[src/common/tpf_pkg.sv]
// Package of constants and types for the tilt packet framer.
package tpf_pkg;
   localparam int          TPF_PKT_LEN       = 10;
   localparam logic [7:0]  TPF_SYNC_BYTE     = 8'hFE;
   localparam logic [3:0]  TPF_POS_SYNC1     = 4'h0;
   localparam logic [3:0]  TPF_POS_SYNC2     = 4'h1;
   localparam logic [3:0]  TPF_POS_AXIS_A_HI = 4'h2;
   localparam logic [3:0]  TPF_POS_AXIS_B_HI = 4'h4;
   localparam logic [3:0]  TPF_POS_RSV_HI    = 4'h6;
   localparam logic [3:0]  TPF_POS_CSUM_HI   = 4'h8;
   localparam logic [3:0]  TPF_POS_LAST      = 4'h9;
   localparam int          TPF_ANGLE_SCALE   = 10;
   localparam int          TPF_ANGLE_W       = 16;
   localparam logic [15:0] TPF_ANGLE_MAX     = 16'h0E10;
   localparam int          TPF_CLK_HZ        = 20000000;
   localparam int          TPF_BAUD_HIGH     = 115200;
   localparam int          TPF_BAUD_LOW      = 57600;
   localparam int          TPF_DIV_HIGH      = TPF_CLK_HZ / TPF_BAUD_HIGH;
   localparam int          TPF_DIV_LOW       = TPF_CLK_HZ / TPF_BAUD_LOW;
   localparam int          TPF_DIV_W         = 10;
   localparam int          TPF_FIFO_DEPTH    = 32;
   localparam int          TPF_UART_BITS     = 10;
   localparam logic        TPF_MODE_TWO_AXIS = 1'b1;
   typedef enum logic [1:0] {TPF_IDLE, TPF_EMIT} tpf_frame_state_t;
endpackage

[src/common/tpf_stream_if.sv]
// Valid/ready byte stream between the framer, the FIFO and the transmitter.
`timescale 1ns/100ps
interface tpf_stream_if #(parameter int WIDTH = 8);
   logic [WIDTH-1:0] data;
   logic             valid;
   logic             ready;
   modport source (output data, output valid, input ready);
   modport sink   (input data, input valid, output ready);
endinterface

[src/design/tpf_fifo.sv]
// Synchronous FIFO with valid/ready on both sides and registered read data.
`timescale 1ns/100ps
module tpf_fifo #(
   parameter int WIDTH = 8,
   parameter int DEPTH = 32
) (
   input  wire logic   core_clk,
   input  wire logic   resetn,
   tpf_stream_if.sink   wr,
   tpf_stream_if.source rd
);
   localparam int AW = $clog2(DEPTH);
   logic [WIDTH-1:0] mem_reg [DEPTH];
   logic [AW-1:0]    wptr_reg;
   logic [AW-1:0]    rptr_reg;
   logic [AW:0]      count_reg;
   logic [WIDTH-1:0] out_reg;
   logic             out_valid_reg;
   logic             push;
   logic             pop;
   logic             load;

   assign wr.ready = (count_reg != (AW+1)'(DEPTH));
   assign push     = wr.valid && wr.ready;
   assign load     = (count_reg != '0) && (!out_valid_reg || rd.ready);
   assign pop      = load;
   assign rd.valid = out_valid_reg;
   assign rd.data  = out_reg;

   always_ff @(posedge core_clk) begin
      if (push) begin
         mem_reg[wptr_reg] <= wr.data;
      end
   end

   always_ff @(posedge core_clk or negedge resetn) begin
      if (!resetn) begin
         wptr_reg  <= '0;
         rptr_reg  <= '0;
         count_reg <= '0;
      end else begin
         if (push) begin
            wptr_reg <= wptr_reg + 1'b1;
         end
         if (pop) begin
            rptr_reg <= rptr_reg + 1'b1;
         end
         count_reg <= count_reg + (AW+1)'(push) - (AW+1)'(pop);
      end
   end

   always_ff @(posedge core_clk or negedge resetn) begin
      if (!resetn) begin
         out_reg       <= '0;
         out_valid_reg <= 1'b0;
      end else if (load) begin
         out_reg       <= mem_reg[rptr_reg];
         out_valid_reg <= 1'b1;
      end else if (rd.ready) begin
         out_valid_reg <= 1'b0;
      end
   end
endmodule

[src/design/tpf_uart_tx.sv]
// 8-N-1 serial transmitter with a selectable bit period.
`timescale 1ns/100ps
module tpf_uart_tx
   import tpf_pkg::*;
(
   input  wire logic   core_clk,
   input  wire logic   resetn,
   input  wire logic   baud_high,
   tpf_stream_if.sink  in,
   output logic        txd
);
   logic [TPF_DIV_W-1:0] div_reg;
   logic [3:0]           bit_reg;
   logic [9:0]           shift_reg;
   logic                 busy_reg;

   assign in.ready = !busy_reg;
   // Ones refill the shift register, so its low bit also holds the idle level.
   assign txd      = shift_reg[0];

   always_ff @(posedge core_clk or negedge resetn) begin
      if (!resetn) begin
         div_reg   <= '0;
         bit_reg   <= '0;
         shift_reg <= '1;
         busy_reg  <= 1'b0;
      end else if (!busy_reg) begin
         if (in.valid) begin
            // Stop bit, eight data bits LSB first, start bit.
            shift_reg <= {1'b1, in.data, 1'b0};
            busy_reg  <= 1'b1;
            bit_reg   <= '0;
            div_reg   <= baud_high ? TPF_DIV_W'(TPF_DIV_HIGH - 1) : TPF_DIV_W'(TPF_DIV_LOW - 1);
         end
      end else if (div_reg != '0) begin
         div_reg <= div_reg - 1'b1;
      end else begin
         shift_reg <= {1'b1, shift_reg[9:1]};
         div_reg   <= baud_high ? TPF_DIV_W'(TPF_DIV_HIGH - 1) : TPF_DIV_W'(TPF_DIV_LOW - 1);
         if (bit_reg == 4'(TPF_UART_BITS - 1)) begin
            busy_reg <= 1'b0;
         end else begin
            bit_reg <= bit_reg + 1'b1;
         end
      end
   end
endmodule

[src/design/tpf_framer.sv]
// Builds ten-byte measurement packets and sends them over the 8-N-1 serial line.
`timescale 1ns/100ps
module tpf_framer
   import tpf_pkg::*;
#(
   parameter int FIFO_DEPTH = TPF_FIFO_DEPTH
) (
   input  wire logic                   core_clk,
   input  wire logic                   resetn,
   input  wire logic                   mode_select_pin,
   input  wire logic                   baud_select_pin,
   input  wire logic                   sample_valid,
   input  wire logic [TPF_ANGLE_W-1:0] tilt_first_axis,
   input  wire logic [TPF_ANGLE_W-1:0] tilt_second_axis,
   input  wire logic [TPF_ANGLE_W-1:0] rotation_normal,
   input  wire logic [TPF_ANGLE_W-1:0] tilt_normal_axis,
   input  wire logic [TPF_ANGLE_W-1:0] reserved_word,
   input  wire logic                   send_once,
   input  wire logic                   stream_enable,
   output logic                        sample_ready,
   output logic                        packet_busy,
   output logic                        mode_two_axis,
   output logic                        txd
);
   tpf_stream_if #(.WIDTH(8)) frm_s ();
   tpf_stream_if #(.WIDTH(8)) tx_s ();

   logic                   mode_meta_reg;
   logic                   mode_sync_reg;
   logic                   baud_meta_reg;
   logic                   baud_sync_reg;
   tpf_frame_state_t       state_reg;
   logic [3:0]             pos_reg;
   logic [TPF_ANGLE_W-1:0] word_a_reg;
   logic [TPF_ANGLE_W-1:0] word_b_reg;
   logic [TPF_ANGLE_W-1:0] word_r_reg;
   logic [TPF_ANGLE_W-1:0] csum_reg;
   logic                   pending_reg;
   logic [7:0]             byte_out;
   logic                   start;
   logic                   last_byte;

   // Pins pass two flip-flops before use.
   always_ff @(posedge core_clk or negedge resetn) begin
      if (!resetn) begin
         mode_meta_reg <= TPF_MODE_TWO_AXIS;
         mode_sync_reg <= TPF_MODE_TWO_AXIS;
      end else begin
         mode_meta_reg <= mode_select_pin;
         mode_sync_reg <= mode_meta_reg;
      end
   end

   always_ff @(posedge core_clk or negedge resetn) begin
      if (!resetn) begin
         baud_meta_reg <= 1'b1;
         baud_sync_reg <= 1'b1;
      end else begin
         baud_meta_reg <= baud_select_pin;
         baud_sync_reg <= baud_meta_reg;
      end
   end

   assign mode_two_axis = mode_sync_reg;

   // A single request is held until a sample is taken for it.
   always_ff @(posedge core_clk or negedge resetn) begin
      if (!resetn) begin
         pending_reg <= 1'b0;
      end else if (send_once) begin
         pending_reg <= 1'b1;
      end else if (start) begin
         pending_reg <= 1'b0;
      end
   end

   assign sample_ready = (state_reg == TPF_IDLE) && (pending_reg || stream_enable);
   assign start        = sample_ready && sample_valid;
   assign packet_busy  = (state_reg == TPF_EMIT);
   assign last_byte    = (pos_reg == TPF_POS_LAST) && frm_s.ready;

   // Angle words are captured whole, so a packet never mixes two samples.
   always_ff @(posedge core_clk or negedge resetn) begin
      if (!resetn) begin
         word_a_reg <= '0;
         word_b_reg <= '0;
         word_r_reg <= '0;
         csum_reg   <= '0;
      end else if (start) begin
         if (mode_sync_reg == TPF_MODE_TWO_AXIS) begin
            word_a_reg <= tilt_first_axis;
            word_b_reg <= tilt_second_axis;
            csum_reg   <= tilt_first_axis + tilt_second_axis + reserved_word;
         end else begin
            word_a_reg <= rotation_normal;
            word_b_reg <= tilt_normal_axis;
            csum_reg   <= rotation_normal + tilt_normal_axis + reserved_word;
         end
         word_r_reg <= reserved_word;
      end
   end

   always_ff @(posedge core_clk or negedge resetn) begin
      if (!resetn) begin
         state_reg <= TPF_IDLE;
         pos_reg   <= TPF_POS_SYNC1;
      end else begin
         case (state_reg)
            TPF_IDLE: begin
               if (start) begin
                  state_reg <= TPF_EMIT;
                  pos_reg   <= TPF_POS_SYNC1;
               end
            end
            TPF_EMIT: begin
               if (frm_s.ready) begin
                  if (pos_reg == TPF_POS_LAST) begin
                     state_reg <= TPF_IDLE;
                  end else begin
                     pos_reg <= pos_reg + 1'b1;
                  end
               end
            end
            default: begin
               state_reg <= TPF_IDLE;
            end
         endcase
      end
   end

   always_comb begin
      case (pos_reg)
         TPF_POS_SYNC1:           byte_out = TPF_SYNC_BYTE;
         TPF_POS_SYNC2:           byte_out = TPF_SYNC_BYTE;
         TPF_POS_AXIS_A_HI:       byte_out = word_a_reg[15:8];
         TPF_POS_AXIS_A_HI + 4'h1: byte_out = word_a_reg[7:0];
         TPF_POS_AXIS_B_HI:       byte_out = word_b_reg[15:8];
         TPF_POS_AXIS_B_HI + 4'h1: byte_out = word_b_reg[7:0];
         TPF_POS_RSV_HI:          byte_out = word_r_reg[15:8];
         TPF_POS_RSV_HI + 4'h1:   byte_out = word_r_reg[7:0];
         TPF_POS_CSUM_HI:         byte_out = csum_reg[15:8];
         TPF_POS_LAST:            byte_out = csum_reg[7:0];
         default:                 byte_out = 8'h00;
      endcase
   end

   assign frm_s.data  = byte_out;
   assign frm_s.valid = packet_busy;

   tpf_fifo #(.WIDTH(8), .DEPTH(FIFO_DEPTH)) u_fifo (
      .core_clk (core_clk),
      .resetn   (resetn),
      .wr       (frm_s),
      .rd       (tx_s)
   );

   tpf_uart_tx u_tx (
      .core_clk  (core_clk),
      .resetn    (resetn),
      .baud_high (baud_sync_reg),
      .in        (tx_s),
      .txd       (txd)
   );

   // Helper counting bytes accepted in the current packet.
   logic [3:0] acc_cnt_reg;
   always_ff @(posedge core_clk or negedge resetn) begin
      if (!resetn) begin
         acc_cnt_reg <= '0;
      end else if (frm_s.valid && frm_s.ready) begin
         acc_cnt_reg <= (acc_cnt_reg == TPF_POS_LAST) ? 4'h0 : acc_cnt_reg + 1'b1;
      end
   end
endmodule

[config.mk]
export PLATFORM = sky130hd
export DESIGN_NAME = tpf_framer
export DESIGN_NICKNAME = d
export VERILOG_FILES = /design/src/common/tpf_pkg.sv /design/src/common/tpf_stream_if.sv /design/src/design/tpf_fifo.sv /design/src/design/tpf_uart_tx.sv /design/src/design/tpf_framer.sv
export SDC_FILE = /design/constraint.sdc
export NUM_CORES = 1
export LEC_CHECK = 0
export BUFFER_PORTS_ARGS = -buffer_cell sky130_fd_sc_hd__buf_2
export CAP_MARGIN = 40
export CORE_UTILIZATION = 51
export DETAILED_ROUTE_END_ITERATION = 10
export GPL_ROUTABILITY_DRIVEN = 0
export PLACE_DENSITY_LB_ADDON = 0.25
export SLEW_MARGIN = 20
export SYNTH_ARGS = -nofsm -noshare
export SYNTH_HDL_FRONTEND = slang
export SYNTH_SLANG_ARGS = --single-unit
[constraint.sdc]
create_clock -name core_clk -period 5.5 [get_ports core_clk]
set_clock_uncertainty 0.1 [all_clocks]
set_input_delay 1.1 -clock core_clk [delete_from_list [all_inputs] [get_ports core_clk]]
set_output_delay 1.1 -clock core_clk [all_outputs]
set_load 0.1 [all_outputs]
## Word-level counts from Yosys, hierarchy flattened

Memory sizes are Yosys's and may differ from the RTL's. A register that Yosys moved wholly into a read port is not among the register bits.
Cells that the tools add are included.

| cells by class | value |
|---|---|
| add/sub/neg operators | 11 |
| multiply operators | 0 |
| divide/modulo/power cells | 0 |
| magnitude comparators | 0 |
| eq/ne operators | 19 |
| shifts and indexed selects | 0 |
| muxes and demuxes | 33 |
| bitwise gates (word level) | 0 |
| reductions and logical operators | 21 |

Operator list:

| operator | number |
|---|---|
| $pmux W8 S9 | 1 |
| $add A16 B16 Y16 | 4 |
| $mux W10 | 6 |
| $mux W16 | 3 |
| $mux W4 | 7 |
| $eq A4 B3 Y1 const B | 4 |
| $ne A2 B2 Y1 const B | 7 |
| $eq A4 B4 Y1 const B | 3 |
| $add A5 B1 Y5 const B | 2 |
| $mux W1 | 10 |
| $reduce_bool A10 Y1 | 1 |
| $sub A10 B1 Y10 const B | 1 |
| $mux W9 | 1 |
| $add A4 B1 Y4 const B | 2 |
| $eq A4 B2 Y1 const B | 2 |
| $pmux W4 S2 | 1 |
| $add A6 B1 Y6 | 1 |
| $mux W2 | 3 |
| $ne A6 B6 Y1 const B | 1 |
| $reduce_and A3 Y1 | 2 |
| $reduce_bool A2 Y1 | 3 |
| $reduce_bool A6 Y1 | 1 |
| $sub A6 B1 Y6 | 1 |
| $eq A4 B1 Y1 const B | 1 |
| other kinds (10) | 16 |

| storage, ports and cells | value |
|---|---|
| register bits | 117 |
| latch bits | 0 |
| bits in writable memories | 256 |
| bits in read-only memories | 0 |
| bits of input ports | 87 |
| memories kept | 1 |

Memories:

| name | words | bits a word | rd ports | clocked after Yosys merged registers in | wr ports | line | RTL |
|---|---|---|---|---|---|---|---|
| u_fifo.mem_reg | 32 | 8 | 1 | 1 | 1 | tpf_fifo.sv:13 | `logic [WIDTH-1:0] mem_reg [DEPTH];` |

## Logic depth before layout (Yosys ltp)

Gate-level depths: netlist of the first run.

| logic depth | value |
|---|---|
| depth after elaboration | 5 |
| gate-level depth with buffers | 13 |

## By module

From an unflattened synthesis of the first run, not the netlist that was laid out.

| unflattened totals | value |
|---|---|
| cell total of the unflattened synthesis | 1396 |
| area, all modules | 18456.5 µm² |

By module, submodules not included:

| module | times used | cells each | area each (µm²) | sequential area each (µm²) |
|---|---|---|---|---|
| tpf_fifo | 1 | 597 | 11212.0 | 8313.0 |
| tpf_framer | 1 | 645 | 5845.6 | 1856.8 |
| tpf_uart_tx | 1 | 154 | 1398.8 | 611.8 |

## Worst setup path before layout of the first run

Ideal clock, no wire load.

| timing | value |
|---|---|
| path kind | input port to flip-flop |
| from | input rotation_normal[1] |
| to | register csum_reg[13] |
| setup time | 0.094 ns |
| arrival time | 3.281 ns |
| required time | 5.306 ns |
| slack | 2.025 ns |
| cell stages on the path | 10 |
| cell sequence | fa_1 ha_1 inv_1 fa_1 nor2b_1 o31ai_1 a21oi_1 a311oi_1 xor2_1 a211oi_1 |

| on the way | value |
|---|---|
| longest elaborated chain between the ends | 3 |

Ends and longest elaborated chain:

| element | line | RTL |
|---|---|---|
| start: declaration | tpf_framer.sv:15 | `input wire logic [TPF_ANGLE_W-1:0] rotation_normal,` |
| $add A16 B16 Y16 (2 in series) | tpf_framer.sv:97 | `csum_reg <= rotation_normal + tilt_normal_axis + reserved_word;` |
| $mux W16 | tpf_framer.sv:90 | `if (mode_sync_reg == TPF_MODE_TWO_AXIS) begin` |
| end signal: assignment | tpf_framer.sv:93 | `csum_reg <= tilt_first_axis + tilt_second_axis + reserved_word;` |
| end signal: assignment | tpf_framer.sv:97 |  |
| end: declaration | tpf_framer.sv:37 | `logic [TPF_ANGLE_W-1:0] csum_reg;` |

Every way passes these cells.
A chain may end at the register's enable or synchronous reset.

## Final worst setup path of the first run

| timing | value |
|---|---|
| from | register mode_sync_reg (netlist: mode_two_axis) |
| to | output mode_two_axis |

RTL lines:

| element | line | RTL |
|---|---|---|
| start: declaration | tpf_framer.sv:29 | `logic mode_sync_reg;` |
| start signal: assignment | tpf_framer.sv:50 | `mode_sync_reg <= mode_meta_reg;` |
| end: declaration | tpf_framer.sv:22 | `output logic mode_two_axis,` |

No word-level cell between the ends.

==> results of run 1 <==
layer usage:
metal | part of all wire, % | wire length, um | vias to the layer above
li1 | - | - | 5014
met1 | 44 | 17700 | 5518
met2 | 48 | 19100 | 351
met3 | 5.7 | 2280 | 47
met4 | 1.7 | 658 | 0
met5 | 0 | 0 | -
area by class of cell:
type / instances / area share [%]
inverters: 37 / 0.683
flip-flops and latches: 379 / 53.1
repair buffers: 122 / 3.73
well taps: 455 / 2.80
clock buffers: 47 / 4.95
clock inverters: 25 / 1.18
multi-input cells: 800 / 33.6
worst min-delay path by stage:
stage,endpoint,slack (ns)
finish,mode_two_axis,0.25
global route,baud_sync_reg,0.26
CTS,mode_two_axis,0.26
floorplan,baud_sync_reg,0.25
detailed placement,baud_sync_reg,0.25
global placement,mode_two_axis,0.25
where the power goes:
part	total [uW]	leakage, uW	internal [uW]	switching (uW)
sequential	4710	0.00382	4360	340
combinational	2800	0.00332	917	1880
clock	2580	0.000607	1500	1080
logic make-up (layout without fill, tap and decap cells):
group           count (synthesis)  in the layout  share of synthesized area, %
flops                         379            379                          59.8
simple gates                  313            313                          7.89
compound gates                227            227                          7.66
mux                           140            140                          13.4
buf+inv                       102            231                          2.38
fa+ha+maj                      82             82                          7.06
xor+xnor                       38             38                          1.85
metrics by stage:
step	setup WS, ns	utilization [%]	hold slack (ns)
4_1_cts	2.06	58.4	0.256
2_1_floorplan	2.02	-	0.245
5_1_grt	1.97	58.7	0.259
3_3_place_gp	1.64	54.6	0.246
6_report	2.10	58.7	0.254
3_5_place_dp	1.59	54.8	0.247
cells in the mapped netlist, drive strengths merged, types with 20 or more instances:
cell / n
a21oi: 58
buf: 23
clkbuf: 42
dfrtp: 110
edfxtp: 256
fa: 33
ha: 49
inv: 37
mux2i: 55
mux4: 80
nand2: 133
nand3: 20
nor2: 80
o21ai: 91
xnor2: 24
==> flow_summary_export.csv, run 1 <==
group,metric,value,unit
layout,fin_nets,1548,
detailed_routing,drc,0,
worst_setup_path,path_depth,2,
worst_setup_path,crit_buf_inv,2,
layout,layoutNonFillerInstCount,1865,
grt,grtUsageMet2,36.4,%
power_and_ir_drop,p_per_area,496,mW/mm2
grt,grt_usage,22.6,%
power_and_ir_drop,p_total,10100,uW
clock_network,cts_resized,0,
clock_network,clockBufferDepth,3,
layout,fillers,2662,
status,outcome,"finished clean",
sta,setup_viol,0,
sta,slew-limit-headroom,41.5,%
power_and_ir_drop,ir_worst_vdd,0.312,mV
worst_setup_path,crit_required,4.30,ns
run,drv_cap,0,
layout,ff_latch_area,0.0108,mm2
synth,ys_warn_count,0,
worst_setup_path,critical-path-top-delay-family,"buffers and inverters",
worst_setup_path,crit_type,"flop to output pin",
layout,layout_commonest_cell,"edfxtp_1",
synth,synth_area_leader_cell,"edfxtp_1",
synth,synth-edff-count,256,
layout,syn2layout_area_growth,12.7,%
synth,syn_area_per_cell,14.1,um2
clock_network,clk_latency,0.53,ns
worst_setup_path,critPathMaxStageDelay,0.58,ns
sta,slew_viol_final,0,
worst_setup_path,crit_path_max_fanout,52,
worst_setup_path,reg2regPathDepth,5,
worst_setup_path,r2r-start,"pos_reg[2]",
die,row_count,68,
grt,antenna_found_initial,0,
sta,rsz0062_at_grt,"no",
synth,yosys_most_used_dff,"edfxtp_1",
worst_setup_path,worstSetupEndpointType,"output pin",
layout,final_cell_mix,"edfxtp_1 (256), nand2_1 (132), dfrtp_1 (108)",
synth,ys_ff_latch,379,
sta,tightest_slew,0.871,ns
sta,period_minus_slack,3.40,ns
synth,synth_area_leaders,"edfxtp_1 (43%), dfrtp_1 (15%), mux4_2 (10%), fa_1 (3.7%), ha_1 (3.4%)",
worst_setup_path,path_cells,"buf_4 > buf_2",
die,die_w,190,um
worst_setup_path,r2r-end,"u_fifo.mem_reg[16][1]",
min_path,min_path_cells,0,
layout,multiInputGateArea,0.00683,mm2
sta,setup_tns,0,ns
clock_network,clk_pin_slew,0.06,ns
die,boundaryPins,91,
grt,grt_max_degree,89,
worst_setup_path,startpoint,"mode_two_axis",
grt,grt-busiest-layer,"met2",
layout,layout-drive-gt1-share,20.2,%
detailed_routing,detail-route-antenna-nets,0,
detailed_routing,avgRoutedWirePerCell,21.3,um
die,dieHeight,190,um
detailed_routing,first_pass_iters,5,
grt,grt_pass1_wl,62000,um
grt,grt_pass1_vias,10900,
synth,ys_seq_area_share,59.8,%
grt,grt_overflow_total,0,
clock_network,cts_tree,"built",
worst_setup_path,r2r_slack,2.11,ns
min_path,hp-start,"mode_meta_reg",
min_path,min_path_type,"flop to flop",
die,core-area,0.0346,mm2
layout,num_antenna_cells,0,
grt,grtUsageMet1,32.5,%
worst_setup_path,cp-start-kind,"flop",
power_and_ir_drop,leakage,0.00775,uW
detailed_routing,drt_wl_total,39700,um
clock_network,cts_inserted_buffers,39,
sta,timing.fmax,294,MHz
die,start_util,52.1,%
synth,syn-cell-area,0.0180,mm2
place,dpl.hpwl,27700,um
sta,finalHoldViolCount,0,
synth,netlist.area_leader.share,42.6,%
worst_setup_path,cp_slowest_cell,"buf_4",
clock_network,cts_hold_buf,0,
synth,synthArstFlopShare,32.5,%
clock_network,root_buffer,"clkbuf_16",
place,io_buffers,90,
detailed_routing,drt_iter0_markers,1049,
place,dpl.cell_count,1784,
place,place_area,0.0190,mm2
clock_network,post_cts_buffers,0,
layout,design_area,0.0203,mm2
synth,synth.distinct_cells,61,
sta,finalCritPeriodShare,61.8,%
detailed_routing,vias_per_cell,5.86,
layout,largest_reg_flops,256,
worst_setup_path,cp-endpoint,"mode_two_axis",
clock_network,htree_levels,2,
detailed_routing,num_vias,10900,
die,die_area,0.0361,mm2
synth,syn_inst,1281,
synth,synth_fp_nets,1450,
grt,use_met3,3.49,%
clock_network,cts_sinks,379,
worst_setup_path,arrival,2.20,ns
Note: power is estimated with default switching activity, not from simulation.
==> run 2, diff against run 1 <==
==> constraint.sdc (replaced) <==
create_clock -name core_clk -period 3 [get_ports core_clk]
set_clock_uncertainty 0.1 [all_clocks]
set_input_delay 0.6 -clock core_clk [delete_from_list [all_inputs] [get_ports core_clk]]
set_output_delay 0.6 -clock core_clk [all_outputs]
set_load 0.1 [all_outputs]
==> flow_summary_export.csv, run 2 (synthesis results as in run 1) <==
group,metric,value,unit
detailed_routing,first_pass_iters,8,
power_and_ir_drop,ir_worst_vdd,0.719,mV
sta,timing.hold.ws,0.0647,ns
die,core-area,0.0346,mm2
layout,layout_commonest_cell,"edfxtp_1",
status,outcome,"finished clean",
clock_network,root_buffer,"clkbuf_16",
sta,rsz0062_at_grt,"no",
layout,finish.utilization,60.8,%
die,boundaryPins,91,
layout,num_antenna_cells,0,
grt,grt_pass1_wl,64100,um
clock_network,cts_sinks,379,
layout,multiInputGateArea,0.00683,mm2
detailed_routing,vias_per_cell,5.82,
layout,fillers,2600,
worst_setup_path,arrival,3.20,ns
min_path,min_path_type,"input port to flop",
grt,grt_usage,23.3,%
worst_setup_path,crit_path_frequent_cell,"buf_4",
die,die_w,190,um
run,drv_cap,0,
layout,fin_nets,1637,
grt,antenna_found_initial,0,
clock_network,post_cts_buffers,0,
die,dieHeight,190,um
power_and_ir_drop,leakage,0.00822,uW
place,io_buffers,90,
die,die_area,0.0361,mm2
sta,finalHoldViolCount,0,
clock_network,clk_latency,0.53,ns
layout,layout-drive-gt1-share,25.0,%
sta,finalCritPeriodShare,95.2,%
clock_network,clockBufferDepth,3,
layout,final_cell_mix,"edfxtp_1 (256), nand2_1 (132), buf_4 (113)",
layout,largest_reg_flops,256,
die,start_util,52.1,%
worst_setup_path,cp_slowest_cell,"fa_1",
worst_setup_path,crit_required,3.35,ns
die,row_count,68,
sta,slew_viol_final,0,
sta,period_minus_slack,2.86,ns
layout,ff_latch_area,0.0108,mm2
worst_setup_path,worstSetupEndpointType,"flop",
clock_network,clk_pin_slew,0.06,ns
detailed_routing,drt_iter0_markers,985,
layout,syn2layout_area_growth,16.8,%
worst_setup_path,crit_type,"input port to flop",
place,dpl.hpwl,28800,um
sta,slew-limit-headroom,51.9,%
sta,tightest_slew,0.719,ns
detailed_routing,detail-route-antenna-nets,0,
detailed_routing,num_vias,11400,
grt,grt_max_degree,57,
grt,grt_overflow_total,0,
worst_setup_path,cp-start-kind,"input port",
power_and_ir_drop,p_per_area,898,mW/mm2
clock_network,cts_inserted_buffers,40,
sta,timing.fmax,350,MHz
detailed_routing,drt_wl_total,41000,um
detailed_routing,drc,0,
clock_network,htree_levels,2,
clock_network,cts_tree,"built",
worst_setup_path,path_cells,"buf_2 > fa_1 > ha_1 > inv_1 > fa_1 > nor2b_1 > o31ai_1 > buf_4 > a21oi_1 > buf_4 > buf_4 > xor2_1 > mux2i_1 > o21ai_1",
worst_setup_path,crit_path_max_fanout,3,
grt,grt_pass1_vias,11400,
detailed_routing,avgRoutedWirePerCell,20.9,um
sta,setup_viol,0,
worst_setup_path,critPathMaxStageDelay,0.54,ns
## run 2: metrics by stage
| stage | power, uW | cell area, um2 | TNS [ns] | cells | setup slack, ns |
|---|---|---|---|---|---|
| final | 18900 | 21100 | 0 | 1955 | 0.144 |
| after global routing | 19800 | 21100 | 0 | 1955 | 0.0512 |
| after CTS | 19000 | 21100 | 0 | 1955 | 0.187 |
| after detailed placement | 14200 | 19700 | -1.98 | 1880 | -0.347 |
| after global placement | 13900 | 19700 | -1.55 | 1880 | -0.286 |
| after floorplan | 11800 | 18000 | 0 | 1281 | 0.0247 |
## run 2: routing by layer
layer / share of wire (%) / GRT usage [%] / vias up
met4: 2.0 / 6.08 / 0
li1: - / - / 5187
met1: 44 / 33.5 / 5750
met2: 49 / 38.0 / 384
met5: 0 / 0 / -
met3: 5.9 / 2.79 / 61
## run 2: final timing paths
path | cells past startpoint | startpoint | endpoint | slack (ns)
max in group asynchronous | 3 | resetn | u_tx.shift_reg[4] | 1.48
worst max-delay path | 14 | rotation_normal[1] | csum_reg[9] | 0.14
worst max register to register | 8 | pos_reg[1] | u_fifo.mem_reg[18][6] | 0.33
worst min-delay path | 1 | mode_select_pin | mode_meta_reg | 0.06
worst min register to register | 0 | baud_meta_reg | baud_sync_reg | 0.25
min in group asynchronous | 2 | resetn | u_tx.div_reg[2] | 0.50
## run 2: final cells by class
| class | count | area share [%] |
|---|---|---|
| clock buffer | 59 | 5.51 |
| inverter | 37 | 0.660 |
| timing repair buffer | 210 | 6.82 |
| sequential | 379 | 51.2 |
| tap | 455 | 2.70 |
| multi-input combinational | 800 | 32.4 |
| clock inverter | 15 | 0.677 |
## run 2: power breakdown
part	switching, uW	internal [uW]
logic	3540	1910
registers	640	8000
clock network	1960	2870
total	6140	12800
## run 2: what timing repair did
| item | CTS | global route |
|---|---|---|
| setup endpoints to repair | 0 | 0 |
| endpoints found under the hold margin | 52 | 0 |
| hold buffers | 1 | 0 |
| gates resized for setup | 0 | 0 |
## run 2: worst max-delay path, delay by kind of cell
kind / cells / cell delay (ns)
mux: 1 / 0.09
compound gates: 3 / 0.44
simple gates: 1 / 0.17
buf+inv: 5 / 0.60
xor+xnor: 1 / 0.14
fa+ha+maj: 3 / 1.15
